<file path="src/inc/pfl_consts.vh">
// constants for the power-fail lockout controller
`ifndef PFL_CONSTS_VH
`define PFL_CONSTS_VH

// timing in clock cycles at 40 MHz (25 ns period)
`define CLK_NS            25
`define DEBOUNCE_MIN_US   30
`define DEBOUNCE_CYC      ((`DEBOUNCE_MIN_US * 1000 + `CLK_NS - 1) / `CLK_NS)
`define GRACE_US          480
`define GRACE_CYC         ((`GRACE_US * 1000) / `CLK_NS)
`define HOLD_US           30
`define HOLD_CYC          ((`HOLD_US * 1000 + `CLK_NS - 1) / `CLK_NS)

// register addresses on the 5-bit address lines
`define ADDR_MAIN_STATUS  5'h00
`define ADDR_PERIODIC     5'h03
`define ADDR_ROUTING      5'h04
`define ADDR_RT_MODE      5'h01
`define ADDR_CTRL1        5'h05
`define ADDR_TSAVE        5'h06

// routing register fields
`define RT_DELAY_EN       7
`define RT_PF_ROUTE       6
`define ROUTING_RST       8'h00

// main status fields
`define MS_IRQ            0
`define MS_PF             1

// periodic flag register fields
`define PF_OSC_FAIL       6

// real-time mode register fields
`define RTM_TSAVE_EN      3
`define RTM_START         4
`define RTM_TMR_PFOP      5
`define RTM_INT_PFOP      6
`define RTM_RST           8'h00

// control register 1 fields
`define C1_PF_IE          7
`define C1_LOW_BAT        0
`define C1_RST            8'h00

`define ZERO8             8'h00

// reset level of the synchronised pin group: power-loss and the bus
// strobes are active low, so they wake up idle and no false edge or
// phantom access follows reset
`define PIN_IDLE          31'h4E000000
`endif

</file>
<file path="src/design/pfl_sync.v">
// two-stage synchroniser for pin inputs
`timescale 1ns/100ps
module pfl_sync
#(
    parameter         W   = 1,
    parameter [W-1:0] RST = {W{1'b0}} // level both stages hold in reset
)
(
    input  wire         i_clk,
    input  wire         i_sys_rst,
    input  wire [W-1:0] i_async,
    output reg  [W-1:0] o_sync
);
    reg [W-1:0] meta_q; // first stage, read only by second stage

    // both stages reset to the idle level of their pins
    always @(posedge i_clk or posedge i_sys_rst)
    begin
        if (i_sys_rst)
        begin
            meta_q <= RST;
            o_sync <= RST;
        end
        else
        begin
            meta_q <= i_async;
            o_sync <= meta_q;
        end
    end
endmodule

</file>
<file path="src/design/pfl_timer.v">
// down counter that pulses done once after load
`timescale 1ns/100ps
module pfl_timer
#(
    parameter W = 16
)
(
    input  wire         i_clk,
    input  wire         i_sys_rst,
    input  wire         i_load,
    input  wire [W-1:0] i_count,
    input  wire         i_run,
    output reg          o_done
);
    reg [W-1:0] cnt_q; // cycles left

    // load restarts; run low aborts; done pulses at zero
    always @(posedge i_clk or posedge i_sys_rst)
    begin
        if (i_sys_rst)
        begin
            cnt_q  <= {W{1'b0}};
            o_done <= 1'b0;
        end
        else
        begin
            o_done <= 1'b0;
            if (i_load)
                cnt_q <= i_count;
            else if (!i_run)
                cnt_q <= {W{1'b0}};
            else if (cnt_q != {W{1'b0}})
            begin
                cnt_q <= cnt_q - {{(W-1){1'b0}}, 1'b1};
                if (cnt_q == {{(W-1){1'b0}}, 1'b1})
                    o_done <= 1'b1;
            end
        end
    end
endmodule

</file>
<file path="src/design/power_fail_lockout_ctrl.v">
// power-fail supervision, bus lockout and battery standby control
`timescale 1ns/100ps
`include "pfl_consts.vh"
module power_fail_lockout_ctrl
#(
    parameter DEB_CYC   = `DEBOUNCE_CYC,
    parameter GRACE_CYC = `GRACE_CYC,
    parameter HOLD_CYC  = `HOLD_CYC,
    parameter TW        = 16
)
(
    input  wire       i_clk,
    input  wire       i_sys_rst,
    input  wire       i_power_loss_n,
    input  wire       i_battery_supply,
    input  wire       i_battery_low,
    input  wire       i_cs_n,
    input  wire       i_rd_n,
    input  wire       i_wr_n,
    input  wire [4:0] i_addr_lines,
    input  wire [7:0] i_data_lines,
    input  wire [7:0] i_clock_count,
    input  wire       i_timer_clk,
    input  wire       i_gate_in_zero,
    input  wire       i_gate_in_one,
    input  wire       i_irq_src,
    output reg  [7:0] o_data_lines,
    output reg        o_data_oe_n,
    output reg        o_irq_out,
    output reg        o_irq_od,
    output reg        o_multifunction_od,
    output reg        o_timer_one_od,
    output reg        o_timer_clk,
    output reg        o_gate_in_zero,
    output reg        o_gate_in_one,
    output reg        o_lockout,
    output reg        o_timers_run,
    output reg        o_ints_run,
    output reg        o_detector_on
);
    // ****************************************************
    // state encodings
    // ****************************************************
    localparam [3:0] ST_OK    = 4'b0001; // bus open, power good
    localparam [3:0] ST_GRACE = 4'b0010; // failed, host still served
    localparam [3:0] ST_LOCK  = 4'b0100; // bus locked out
    localparam [3:0] ST_REST  = 4'b1000; // input high, debouncing

    // ****************************************************
    // synchronised pins
    // ****************************************************
    wire [30:0] pins_s;    // synchronised pins and bus lines
    wire       ploss_n_s;  // power-loss input
    wire       batt_s;     // battery standby comparator
    wire       blow_s;     // low battery comparator
    wire       cs_n_s;     // chip select
    wire       rd_n_s;     // read strobe
    wire       wr_n_s;     // write strobe
    wire       tclk_s;     // external timer clock
    wire       g0_s;       // gate zero
    wire       g1_s;       // gate one
    wire       isrc_s;     // interrupt source from timers
    wire [4:0] addr_s;     // register address
    wire [7:0] wdat_s;     // write data
    wire [7:0] ccnt_s;     // clock counter contents

    pfl_sync #(.W(31), .RST(`PIN_IDLE)) u_sync
    (
        .i_clk     (i_clk),
        .i_sys_rst (i_sys_rst),
        .i_async   ({i_power_loss_n, i_battery_supply, i_battery_low,
                     i_cs_n, i_rd_n, i_wr_n, i_timer_clk,
                     i_gate_in_zero, i_gate_in_one, i_irq_src,
                     i_addr_lines, i_data_lines, i_clock_count}),
        .o_sync    (pins_s)
    );
    assign {ploss_n_s, batt_s, blow_s, cs_n_s, rd_n_s, wr_n_s,
            tclk_s, g0_s, g1_s, isrc_s, addr_s, wdat_s, ccnt_s} = pins_s;

    // ****************************************************
    // registers
    // ****************************************************
    reg [3:0] state_q;      // lockout state machine
    reg [3:0] state_d;
    reg [7:0] routing_q;    // interrupt routing register
    reg [7:0] rtmode_q;     // real-time mode register
    reg [7:0] ctrl1_q;      // interrupt control register 1
    reg [7:0] tsave_q;      // time save storage
    reg       osc_fail_q;   // oscillator-fail flag
    reg       low_bat_q;    // low battery status
    reg       pf_q;         // internal power-failed signal
    reg       cs_at_pf_q;   // chip select was low at detection
    reg       wr_n_d1_q;    // delayed write strobe for edge
    reg [7:0] rd_mux;       // read data selection

    // ****************************************************
    // debounce and hold timers
    // ****************************************************
    wire deb_want  = (state_q == ST_OK) ? ~ploss_n_s
                   : (state_q == ST_REST) ? ploss_n_s : 1'b0;
    reg  deb_arm_q; // timer armed for current level
    wire deb_done;
    wire grace_done;
    wire hold_done;
    wire strobe_on  = ~rd_n_s | ~wr_n_s;

    // restart debounce whenever deb_want rises
    always @(posedge i_clk or posedge i_sys_rst)
    begin
        if (i_sys_rst)
            deb_arm_q <= 1'b0;
        else
            deb_arm_q <= deb_want;
    end

    pfl_timer #(.W(TW)) u_deb
    (
        .i_clk     (i_clk),
        .i_sys_rst (i_sys_rst),
        .i_load    (deb_want & ~deb_arm_q),
        .i_count   (DEB_CYC[TW-1:0]),
        .i_run     (deb_want),
        .o_done    (deb_done)
    );

    pfl_timer #(.W(TW)) u_grace
    (
        .i_clk     (i_clk),
        .i_sys_rst (i_sys_rst),
        .i_load    (state_q == ST_OK && state_d == ST_GRACE),
        .i_count   (GRACE_CYC[TW-1:0]),
        .i_run     (state_q == ST_GRACE),
        .o_done    (grace_done)
    );

    // hold timer watches a strobe raised in grace after chip select was low at detection
    reg hold_arm_q;
    wire hold_want = pf_q & cs_at_pf_q & strobe_on & (state_q == ST_GRACE);
    always @(posedge i_clk or posedge i_sys_rst)
    begin
        if (i_sys_rst)
            hold_arm_q <= 1'b0;
        else
            hold_arm_q <= hold_want;
    end

    pfl_timer #(.W(TW)) u_hold
    (
        .i_clk     (i_clk),
        .i_sys_rst (i_sys_rst),
        .i_load    (hold_want & ~hold_arm_q),
        .i_count   (HOLD_CYC[TW-1:0]),
        .i_run     (hold_want),
        .o_done    (hold_done)
    );

    // ****************************************************
    // lockout state machine
    // ****************************************************
    // an access in flight when the debounce ends cancels that detection
    wire in_access = ~cs_n_s & strobe_on;

    always @*
    begin
        state_d = state_q;
        case (state_q)
            ST_OK:
                if (deb_done & ~in_access)
                    state_d = routing_q[`RT_DELAY_EN] ? ST_GRACE
                                                      : ST_LOCK;
            ST_GRACE:
                if (grace_done | ~routing_q[`RT_DELAY_EN] | hold_done)
                    state_d = ST_LOCK;
            ST_LOCK:
                if (ploss_n_s)
                    state_d = ST_REST;
            ST_REST:
                if (!ploss_n_s)
                    state_d = ST_LOCK;
                else if (deb_done)
                    state_d = ST_OK;
            default:
                state_d = ST_LOCK;
        endcase
    end

    // state and power-failed signal
    always @(posedge i_clk or posedge i_sys_rst)
    begin
        if (i_sys_rst)
        begin
            state_q    <= ST_OK;
            pf_q       <= 1'b0;
            cs_at_pf_q <= 1'b0;
        end
        else
        begin
            state_q <= state_d;
            if (state_q == ST_OK && state_d != ST_OK)
            begin
                pf_q       <= 1'b1;
                cs_at_pf_q <= ~cs_n_s;
            end
            else if (state_d == ST_OK)
                pf_q <= 1'b0;
        end
    end

    wire locked  = (state_q == ST_LOCK) | (state_q == ST_REST);
    wire bus_off = locked | batt_s;
    wire sel     = ~cs_n_s & ~bus_off;

    // ****************************************************
    // register writes, discarded while locked
    // ****************************************************
    always @(posedge i_clk or posedge i_sys_rst)
    begin
        if (i_sys_rst)
        begin
            routing_q  <= `ROUTING_RST;
            rtmode_q   <= `RTM_RST;       // clock start cleared
            ctrl1_q    <= `C1_RST;
            tsave_q    <= `ZERO8;
            osc_fail_q <= 1'b1;
            low_bat_q  <= 1'b0;
            wr_n_d1_q  <= 1'b1;
        end
        else
        begin
            wr_n_d1_q <= wr_n_s;
            if (sel & ~wr_n_s & wr_n_d1_q)
            begin
                case (addr_s)
                    `ADDR_ROUTING: routing_q <= wdat_s;
                    `ADDR_RT_MODE: rtmode_q  <= wdat_s;
                    `ADDR_CTRL1:   ctrl1_q   <= wdat_s;
                    // writing D6 leaves osc-fail alone
                    default:       ;
                endcase
            end
            // osc-fail clears only once clock is started
            if (rtmode_q[`RTM_START])
                osc_fail_q <= 1'b0;
            // battery switch clears time save enable
            if (batt_s)
                rtmode_q[`RTM_TSAVE_EN] <= 1'b0;
            // copy clock while save enabled
            if (rtmode_q[`RTM_TSAVE_EN] & ~batt_s)
                tsave_q <= ccnt_s;
            // low battery on main supply and enabled
            if (ctrl1_q[`C1_PF_IE] & ~batt_s)
                low_bat_q <= blow_s;
        end
    end

    // read data selection
    always @*
    begin
        case (addr_s)
            `ADDR_MAIN_STATUS: rd_mux = {6'h00,
                                (pf_q & ctrl1_q[`C1_PF_IE]), o_irq_out};
            `ADDR_PERIODIC:    rd_mux = {1'b0, osc_fail_q, 6'h00};
            `ADDR_ROUTING:     rd_mux = routing_q;
            `ADDR_RT_MODE:     rd_mux = rtmode_q;
            `ADDR_CTRL1:       rd_mux = {ctrl1_q[7:1], low_bat_q};
            `ADDR_TSAVE:       rd_mux = tsave_q;
            default:           rd_mux = `ZERO8;
        endcase
    end

    // ****************************************************
    // registered outputs
    // ****************************************************
    always @(posedge i_clk or posedge i_sys_rst)
    begin
        if (i_sys_rst)
        begin
            o_data_lines       <= `ZERO8;
            o_data_oe_n        <= 1'b1;
            o_irq_out          <= 1'b0;
            o_irq_od           <= 1'b0;
            o_multifunction_od <= 1'b0;
            o_timer_one_od     <= 1'b0;
            o_timer_clk        <= 1'b0;
            o_gate_in_zero     <= 1'b0;
            o_gate_in_one      <= 1'b0;
            o_lockout          <= 1'b0;
            o_timers_run       <= 1'b1;
            o_ints_run         <= 1'b1;
            o_detector_on      <= 1'b0;
        end
        else
        begin
            o_data_lines <= rd_mux;
            o_data_oe_n  <= ~(sel & ~rd_n_s);
            // irq from pf or sources; pf irq needs enable
            o_irq_out    <= (pf_q & ctrl1_q[`C1_PF_IE])
                            | (isrc_s & o_ints_run);
            o_irq_od           <= batt_s;
            o_multifunction_od <= batt_s;
            o_timer_one_od     <= batt_s;
            o_timer_clk    <= tclk_s & ~batt_s;
            o_gate_in_zero <= g0_s & ~batt_s;
            o_gate_in_one  <= g1_s & ~batt_s;
            o_lockout      <= bus_off;
            o_timers_run   <= ~pf_q | rtmode_q[`RTM_TMR_PFOP];
            o_ints_run     <= ~pf_q | rtmode_q[`RTM_INT_PFOP];
            // detector off when masked or on battery
            o_detector_on  <= ctrl1_q[`C1_PF_IE] & ~batt_s;
        end
    end
endmodule

</file>
<file path="config.mk">
export PLATFORM = sky130hd
export DESIGN_NAME = power_fail_lockout_ctrl
export DESIGN_NICKNAME = d
export VERILOG_FILES = /design/src/design/pfl_sync.v /design/src/design/pfl_timer.v /design/src/design/power_fail_lockout_ctrl.v
export VERILOG_INCLUDE_DIRS = /design/src /design/src/inc
export SDC_FILE = /design/constraint.sdc
export NUM_CORES = 1
export LEC_CHECK = 0
export BUFFER_PORTS_ARGS = -buffer_cell sky130_fd_sc_hd__buf_4
export CAP_MARGIN = 20
export CORE_MARGIN = 2
export CORE_UTILIZATION = 62
export CTS_BUF_LIST = sky130_fd_sc_hd__clkbuf_4
export DETAILED_ROUTE_END_ITERATION = 10
export GPL_TIMING_DRIVEN = 0
export PLACE_DENSITY = 0.82
export RECOVER_POWER = 25
export SYNTH_ARGS = -nofsm -noshare
export SYNTH_HDL_FRONTEND = slang
export SYNTH_SLANG_ARGS = --single-unit
</file>
<file path="constraint.sdc">
create_clock -name i_clk -period 6 [get_ports i_clk]
set_input_delay 0.6 -clock i_clk [delete_from_list [all_inputs] [get_ports i_clk]]
set_output_delay 0.6 -clock i_clk [all_outputs]
set_load 0.005 [all_outputs]
</file>
==> results of run 1 <==
[cell families after synthesis]
kind of cell,Yosys count
AO/OA/AOI/OAI,108
XOR/XNOR,11
adder cells (fa/ha/maj),8
buffers and inverters,25
flip-flops,173
multiplexers,39
AND/OR/NAND/NOR,180
[Yosys cell counts, types with 8 or more instances]
cell / count
sky130_fd_sc_hd__dfrtp_1: 159
sky130_fd_sc_hd__mux2_2: 33
sky130_fd_sc_hd__nand2_1: 30
sky130_fd_sc_hd__nor2_1: 27
sky130_fd_sc_hd__a21oi_1: 24
sky130_fd_sc_hd__o21ai_0: 16
sky130_fd_sc_hd__nand3_1: 15
sky130_fd_sc_hd__a22oi_1: 14
sky130_fd_sc_hd__dfstp_2: 14
sky130_fd_sc_hd__nor3_1: 13
sky130_fd_sc_hd__inv_1: 12
sky130_fd_sc_hd__nand2b_1: 12
sky130_fd_sc_hd__nor2b_1: 11
sky130_fd_sc_hd__or4_1: 10
sky130_fd_sc_hd__ha_1: 8
sky130_fd_sc_hd__o31ai_1: 8
sky130_fd_sc_hd__xor2_1: 8
[through the flow]
step / std cells / hold WS, ps / setup TNS, ps
6_report: 769 / 129.9 / 0
5_1_grt: 769 / 88.18 / 0
4_1_cts: 769 / 68.02 / 0
3_5_place_dp: 737 / 334.7 / 0
3_3_place_gp: 736 / 331.6 / -120300
2_1_floorplan: 544 / 331.2 / 0
[registers in the layout, summed over array words and instances (netlist names), 4 cells and up]
register and flops:
u_deb.cnt_q 16, u_grace.cnt_q 16, state_q 4, tsave_q 8
u_hold.cnt_q 16, u_sync.o_sync 31, u_sync.meta_q 31, rtmode_q 8
o_data_lines 8, ctrl1_q 7, routing_q 8
[path summary, 6_finish.rpt]
check,endpoint,slack [ps],depth (start not counted)
min in group asynchronous,u_sync.meta_q[22],980,2
worst max register to register,routing_q[6],3780,4
worst min register to register,u_sync.o_sync[28],360,0
max in group i_clk,routing_q[6],3780,4
worst max-delay path,u_deb.cnt_q[14],3540,2
worst min-delay path,u_sync.meta_q[26],130,1
[layout by cell type (no fill, tap or decap), types with 5 or more instances in the layout]
cell,instances
sky130_fd_sc_hd__a21oi_1,24
sky130_fd_sc_hd__a22oi_1,14
sky130_fd_sc_hd__a31oi_1,6
sky130_fd_sc_hd__buf_4,22
sky130_fd_sc_hd__clkbuf_1,5
sky130_fd_sc_hd__clkbuf_4,50
sky130_fd_sc_hd__dfrtp_1,159
sky130_fd_sc_hd__dfstp_2,14
sky130_fd_sc_hd__ha_1,8
sky130_fd_sc_hd__inv_1,11
sky130_fd_sc_hd__inv_6,6
sky130_fd_sc_hd__mux2_2,33
sky130_fd_sc_hd__mux2i_1,6
sky130_fd_sc_hd__nand2_1,30
sky130_fd_sc_hd__nand2b_1,12
sky130_fd_sc_hd__nand3_1,15
sky130_fd_sc_hd__nand4_1,5
sky130_fd_sc_hd__nor2_1,27
sky130_fd_sc_hd__nor2b_1,11
sky130_fd_sc_hd__nor3_1,13
sky130_fd_sc_hd__nor3b_1,6
sky130_fd_sc_hd__o211ai_1,5
sky130_fd_sc_hd__o21ai_0,16
sky130_fd_sc_hd__o31ai_1,8
sky130_fd_sc_hd__o41ai_1,6
sky130_fd_sc_hd__or3_1,6
sky130_fd_sc_hd__or4_1,10
sky130_fd_sc_hd__xor2_1,8
[cell type report]
class | count | area share, %
Tap cell | 140 | 2.236
Buffer | 13 | 0.8783
Clock inverter | 14 | 1.868
Clock buffer | 18 | 1.725
Multi-Input combinational cell | 346 | 31.89
Timing Repair Buffer | 53 | 5.334
Inverter | 12 | 0.5909
Sequential cell | 173 | 55.48
[power breakdown]
group | switching (mW) | total (mW) | internal [mW] | leakage, nW
Sequential | 0.0248 | 1.23 | 1.21 | 2.22
Clock | 0.419 | 0.646 | 0.227 | 0.155
Combinational | 0.0850 | 0.152 | 0.0672 | 1.32
Total | 0.529 | 2.03 | 1.50 | 3.70
[layer usage]
layer	part of all wire, %	vias up	wire length, um	track usage [%]
met4	1.3	0	163	7.414
met5	0	-	0	0
li1	-	2148	-	-
met2	51	92	6625	38.04
met1	44	2301	5624	31.28
met3	3.7	15	478	5.216
==> results by group, run 1 <==
Outcome
  – Result of the run: complete, but fails checks
  – Violated checks: max-capacitance violations, max-slew violations

Synthesis
  – Top flip-flop cell by instance count after synthesis: sky130_fd_sc_hd__dfrtp_1
  – Sequential element share of the synthesized area: a little over three fifths
  – Fraction of synthesized cell area in xor and xnor cells: under 10%
  – Post-synthesis mux area share: 6.203%
  – Combinational family with the most area after synthesis: simple AND/OR/NAND/NOR gates
  – Area fraction in compound gates after synthesis: 11.17%
  – Area share of the largest cell type after synthesis: around 57%
  – Post-Synth Adder-Cell Area: between 1 and 1.5%
  – Flip-flop and latch count after synthesis: 173
  – Cell area after technology mapping: ~7000 um^2
  – Cell types with the largest area share after synthesis: sky130_fd_sc_hd__dfrtp_1 (57%), sky130_fd_sc_hd__mux2_2 (5.3%), sky130_fd_sc_hd__dfstp_2 (5.3%)
  – Number of enable-type register cells in the synthesized netlist: 0
  – Post-synthesis share of cell area spent on and, or, nand and nor gates: around 16%
  – Count of mapped cells out of synthesis: 544
  – Async set or reset register ratio after synthesis: between 90% and 100%
  – Most area-hungry cell type in the Yosys netlist: sky130_fd_sc_hd__dfrtp_1
  – Post-synth net total: 585
  – Number of synthesis warnings: 0
  – Unique masters post-synth: slightly above 70
  – Syn avg cell area: roughly 13 um^2

Clock network
  – Skew-Pair Late Insertion Delay: ~570 ps
  – TritonCTS Sinks: 173
  – CTS Buf Count: 17
  – Cell at the root of the clock tree: sky130_fd_sc_hd__clkbuf_4
  – PostCTS Resize Cnt: 0
  – Longest Clk Path Bufs: 2
  – Setup fix buffers added after clock tree synthesis: 0
  – TritonCTS clock tree: done
  – Post-CTS Hold Fix Bufs: 0
  – CTS clock-pin slew for the worst setup and hold paths: between 100 and 150 ps
  – H-Tree Depth: 4

Detailed routing
  – DRC violation total after the first TritonRoute iteration: ~250
  – Drc violations: 0
  – Overall via count from detail_route: around 4,600
  – Number of routed nets with antenna violations: 0
  – Average wire per standard cell: roughly 17 um
  – Post-detailed-route via-to-cell ratio: a little under 6
  – Routed WL: between 10,000 and 15,000 um
  – Pre-antenna DRT Iters: 4

Floorplanning
  – Number of standard-cell rows in the floorplan: 38
  – Io pins: 53
  – Height of the die: around 110 um
  – Standard cell core area: about 11,000 um^2
  – Die area: roughly 12,000 um^2
  – Starting utilization of the core area: 63.92%
  – Horizontal extent of the die: about 110 um

Cells and area
  – Filler cell count in the final layout: between 600 and 700
  – Area growth syn-to-layout: 12.59%
  – Nets: 657
  – Area used by sequential logic in the layout: approximately 4300 um^2
  – Final Core Density: about 70%
  – Antenna Diode Count: 0
  – Area of combinational cells with multiple inputs: approximately 2500 um^2
  – Fraction of layout instances using a drive strength above 1: 25.76%
  – Fin area: ~7800 um^2

Global routing
  – Wire length of the first global-routing pass: between 20,000 and 25,000 um
  – All-layer global routing usage: roughly a quarter
  – Via count of the first global-routing pass: ~4,400
  – Total gr overflow: 0
  – Antenna violations before repair: 0
  – Pin count of the biggest net entering global routing: between 90 and 100

STA
  – Measured slew at the worst slew-check pin: between 3000 and 4000 ps
  – Setup repair after global routing missed its margin: false
  – Highest clock rate: between 400 and 500 MHz
  – Worst slew margin relative to its limit: -120.6%
  – Number of max-slew violations in the final report: 76
  – Period utilization: 40.95%
  – Final number of setup-violating endpoints: 0
  – Worst setup skew after layout: 19.92 ps
  – Final hold violation count: 0
  – Worst-case setup margin in the final layout: approximately 3500 ps
  – Final min period: between 2000 and 2500 ps

Placement
  – Post-detail-place hpwl: 8827 um
  – DP Worst Slack: 3772 ps
  – Routability congestion estimate: between 0.8 and 0.9
  – Number of port buffers: 52
  – Area after DPL: 7560 um^2

Setup path
  – Kind of end point of the critical path: asynchronous set/reset pin
  – Critical-path maximum fanout: between 70 and 80
  – Data required, critical path: 6150 ps
  – Slowest cell on the critical path: sky130_fd_sc_hd__clkinvlp_2
  – Crit-path cells: clkbuf_4, clkinvlp_2
  – Kind of cell with the highest combined delay on the critical path: buffers and inverters
  – Count of buffering cells on the critical path with inverters included: 2
  – Longest individual stage delay on the worst path: between 1500 and 2000 ps
  – Launch point of the worst path: i_sys_rst
  – Launch point of the worst reg-to-reg path: u_sync.o_sync[19]
  – Category of the most critical setup path: in -> async
  – Arrival time of data at the critical path endpoint: between 2000 and 3000 ps
  – Crit path launch type: input port

Job
  – Maxcap violations: 1

Worst hold path
  – Start point of the worst hold path: i_rd_n
  – Class of the tightest hold or removal check: in -> reg

Pwr
  – Total leakage power: between 3 and 4 nW
  – Design Power: just over 2 mW
  – Worst VDD drop: between 200 and 250 uV
  – Pwr per Cell Area: around 260 nW/um^2
Power figures use the tool's default switching activity.
==> inputs of run 2 (changes only) <==
==> constraint.sdc (replaced) <==
create_clock -name i_clk -period 2.47 [get_ports i_clk]
set_input_delay 0.247 -clock i_clk [delete_from_list [all_inputs] [get_ports i_clk]]
set_output_delay 0.247 -clock i_clk [all_outputs]
set_load 0.005 [all_outputs]
==> run 2 against run 1 <==
  * The flow now finishes without violations
  * Clock skew up 10 ps
  * Register-to-register slack worse by 3600 ps
  * Final cell count up 4.7%
  * Largest power group unchanged
  * Critical endpoint is now routing_q[3]
  * Setup slack worse by 3300 ps
  * Wire length up 16%
  * Flip-flop and latch count unchanged
  * Global-route usage up 3.9 points
  * Clock power up 130%
  * Core utilization up 3.2 points
  * Hold slack better by 190 ps
  * Critical path type is now reg -> reg
==> results by group, run 2 (synthesized netlist as in run 1, its figures left out) <==
Outcome
  – Result of the run: completed

STA
  – Minimum hold slack: 321.9 ps (+192.0 ps)
  – Worst setup skew after layout: 30.32 ps (+10.41 ps)
  – Final min period: ~2300 ps
  – Worst slew margin relative to its limit: 19.76% (+140 points)
  – Measured slew at the worst slew-check pin: 1204 ps (-2088 ps)
  – Final number of setup-violating endpoints: 0 (unchanged)
  – Final hold violation count: 0 (unchanged)
  – Highest clock rate: 441.6 MHz
  – Period utilization: slightly above 90%
  – Number of max-slew violations in the final report: 0 (-100%)
  – Final sum of negative setup slack: 0 ps (unchanged)
  – Setup repair after global routing missed its margin: false

Pwr
  – Pwr per Cell Area: 598.6 nW/um^2 (+130%)
  – Design Power: 4.898 mW (+140%)
  – Combinational group share of total power: 8.8% (+1.3 points)
  – Proportion of total power due to net switching: 27.05% (+1.0 points)
  – Sequential fraction of design power: 61.3% (+0.6 points)
  – P_int: 3.573 mW (+140%)
  – Switching power total: 1.325 mW (+150%)
  – Total leakage power: 3.850 nW (+4.1%)
  – Clock group share of total power: 29.9% (-1.9 points)
  – Worst VDD drop: 580.7 uV (+160%)

Global routing
  – Total gr overflow: 0 (unchanged)
  – All-layer global routing usage: 27.22% (+3.9 points)
  – Pin count of the biggest net entering global routing: 39 (-61%)
  – Via count of the first global-routing pass: 4,974 (+13%)
  – Antenna violations before repair: 0 (unchanged)
  – Wire length of the first global-routing pass: 24,650 um (+15%)

Cells and area
  – Commonest cells after routing, fill and taps aside: sky130_fd_sc_hd__dfrtp_1 (159), sky130_fd_sc_hd__clkbuf_4 (50), sky130_fd_sc_hd__mux2_2 (33), sky130_fd_sc_hd__dlygate4sd3_1 (32), sky130_fd_sc_hd__nand2_1 (30)
  – Fin area: 8183 um^2 (+4.4%)
  – Most common cell after layout, fill and taps aside: sky130_fd_sc_hd__dfrtp_1
  – Top Registers: u_sync.meta_q: 31 flops, u_sync.o_sync: 31 flops
  – Fraction of layout instances using a drive strength above 1: 24.36% (-1.4 points)
  – Area growth syn-to-layout: 17.58%
  – Nets: 693 (+5.5%)
  – Antenna Diode Count: 0 (unchanged)
  – Final Core Density: 75.16% (+3.2 points)
  – Filler cell count in the final layout: 659 (-4.9%)

Setup path
  – Category of the most critical setup path: reg -> reg
  – Kind of cell with the highest combined delay on the critical path: simple AND/OR/NAND/NOR gates
  – Arrival time of data at the critical path endpoint: 2700 ps (+90 ps)
  – Longest individual stage delay on the worst path: 590 ps (-1250 ps)
  – Count of buffering cells on the critical path with inverters included: 0 (-2)
  – Crit path launch type: flip-flop
  – Data required, critical path: 2910 ps (-3240 ps)
  – Kind of end point of the critical path: flip-flop
  – Slowest cell on the critical path: sky130_fd_sc_hd__nor3_2
  – Critical-path maximum fanout: 9 (-88%)
  – Crit-path cells: or3b_1, nor3_2, nand2_2, mux2_2

Detailed routing
  – Max Used Layer: met4
  – Routed WL: 14,920 um (+16%)
  – Overall via count from detail_route: 4,867 (+6.8%)
  – Drc violations: 0 (unchanged)
  – Met2 layer wire length in the routed design: 7775 um (+17%)
  – DRC violation total after the first TritonRoute iteration: 316 (+24%)
  – Post-detailed-route via-to-cell ratio: 6.046 (+2.0%)
  – Average wire per standard cell: 18.54 um (+11%)
  – Pre-antenna DRT Iters: 5 (+1)
  – Total length of routed met3 wires: 686 um (+44%)
  – Met1 wire length: 6157 um (+9.5%)
  – Number of routed nets with antenna violations: 0 (unchanged)

Floorplanning
  – Height of the die: 109.9 um (unchanged)
  – Io pins: 53 (unchanged)
  – Horizontal extent of the die: 109.9 um (unchanged)
  – Starting utilization of the core area: 63.92% (unchanged)
  – Standard cell core area: 10,890 um^2 (unchanged)
  – Die area: 12,090 um^2 (unchanged)
  – Number of standard-cell rows in the floorplan: 38 (unchanged)

Clock network
  – TritonCTS Sinks: 173 (unchanged)
  – Skew-Pair Late Insertion Delay: 570 ps (about the same)
  – Longest Clk Path Bufs: 2 (unchanged)
  – TritonCTS clock tree: done
  – CTS clock-pin slew for the worst setup and hold paths: 160 ps (+20 ps)
  – Setup fix buffers added after clock tree synthesis: 0 (unchanged)
  – CTS Buf Count: 17 (unchanged)
  – H-Tree Depth: 4 (unchanged)
  – Cell at the root of the clock tree: sky130_fd_sc_hd__clkbuf_4

Placement
  – Area after DPL: 7629 um^2 (+0.91%)
  – Routability congestion estimate: 0.8624 (+1.5%)
  – Post-detail-place hpwl: 9312 um (+5.5%)
  – Number of port buffers: 52 (unchanged)

Job
  – Maxcap violations: 0 (-1)

Worst hold path
  – Class of the tightest hold or removal check: in -> reg
## run 2: changes by cell type in the layout (fill, tap and decap cells not counted), sizes merged
cell and change:
buf +3, bufinv -1, clkinv +4, dlygate4sd3 +32, dlymetal6s4s +1, inv -3
## run 2: what timing repair did
action,4_1_cts,5_1_grt
resized for setup,0,0
hold buffers,32,0
endpoints found under the hold margin,48,0
## run 2: power by group through the flow
stage	combinational [mW]	sequential, mW	clock (mW)
global route	0.479	3.01	1.61
global placement	0.356	3.05	0
CTS	0.434	3.00	1.46
floorplan	0.255	3.03	0
finish	0.432	3.00	1.46
detailed placement	0.392	3.05	0
## run 2: layout make-up
| type | count | area, um^2 | area share [%] |
|---|---|---|---|
| multi-input cells | 346 | 2499 | 30.54 |
| clock buffers | 18 | 135.1 | 1.651 |
| well taps | 140 | 175.2 | 2.141 |
| flip-flops and latches | 173 | 4347 | 53.12 |
| plain buffers | 13 | 68.82 | 0.8410 |
| inverters | 12 | 46.29 | 0.5657 |
| repair buffers | 89 | 803.3 | 9.817 |
| clock inverters | 14 | 108.9 | 1.330 |
## run 2: stage by stage
stage	worst slack, ps	instances
final	205.3	805
after global routing	33.52	805
after CTS	260.4	805
after detailed placement	294.7	741
after global placement	-824.6	736
after floorplan	23.75	544
## run 2: routing by layer
layer	GRT usage, %	vias to the layer above
met4	9.042	0
met5	0	-
met2	45.00	144
met3	7.113	32
met1	35.20	2474
li1	-	2217
## run 2: final timing paths
path                                   startpoint                end  slack (ps)  cells after the start
worst max-delay path            u_sync.o_sync[19]       routing_q[3]         210                      4
max in group asynchronous               i_sys_rst          deb_arm_q         380                      4
worst max register to register  u_sync.o_sync[19]       routing_q[3]         210                      4
worst min register to register  u_sync.meta_q[30]  u_sync.o_sync[30]         350                      0
min in group asynchronous               i_sys_rst   u_sync.meta_q[2]         400                      3
worst min-delay path                       i_rd_n  u_sync.meta_q[26]         320                      2
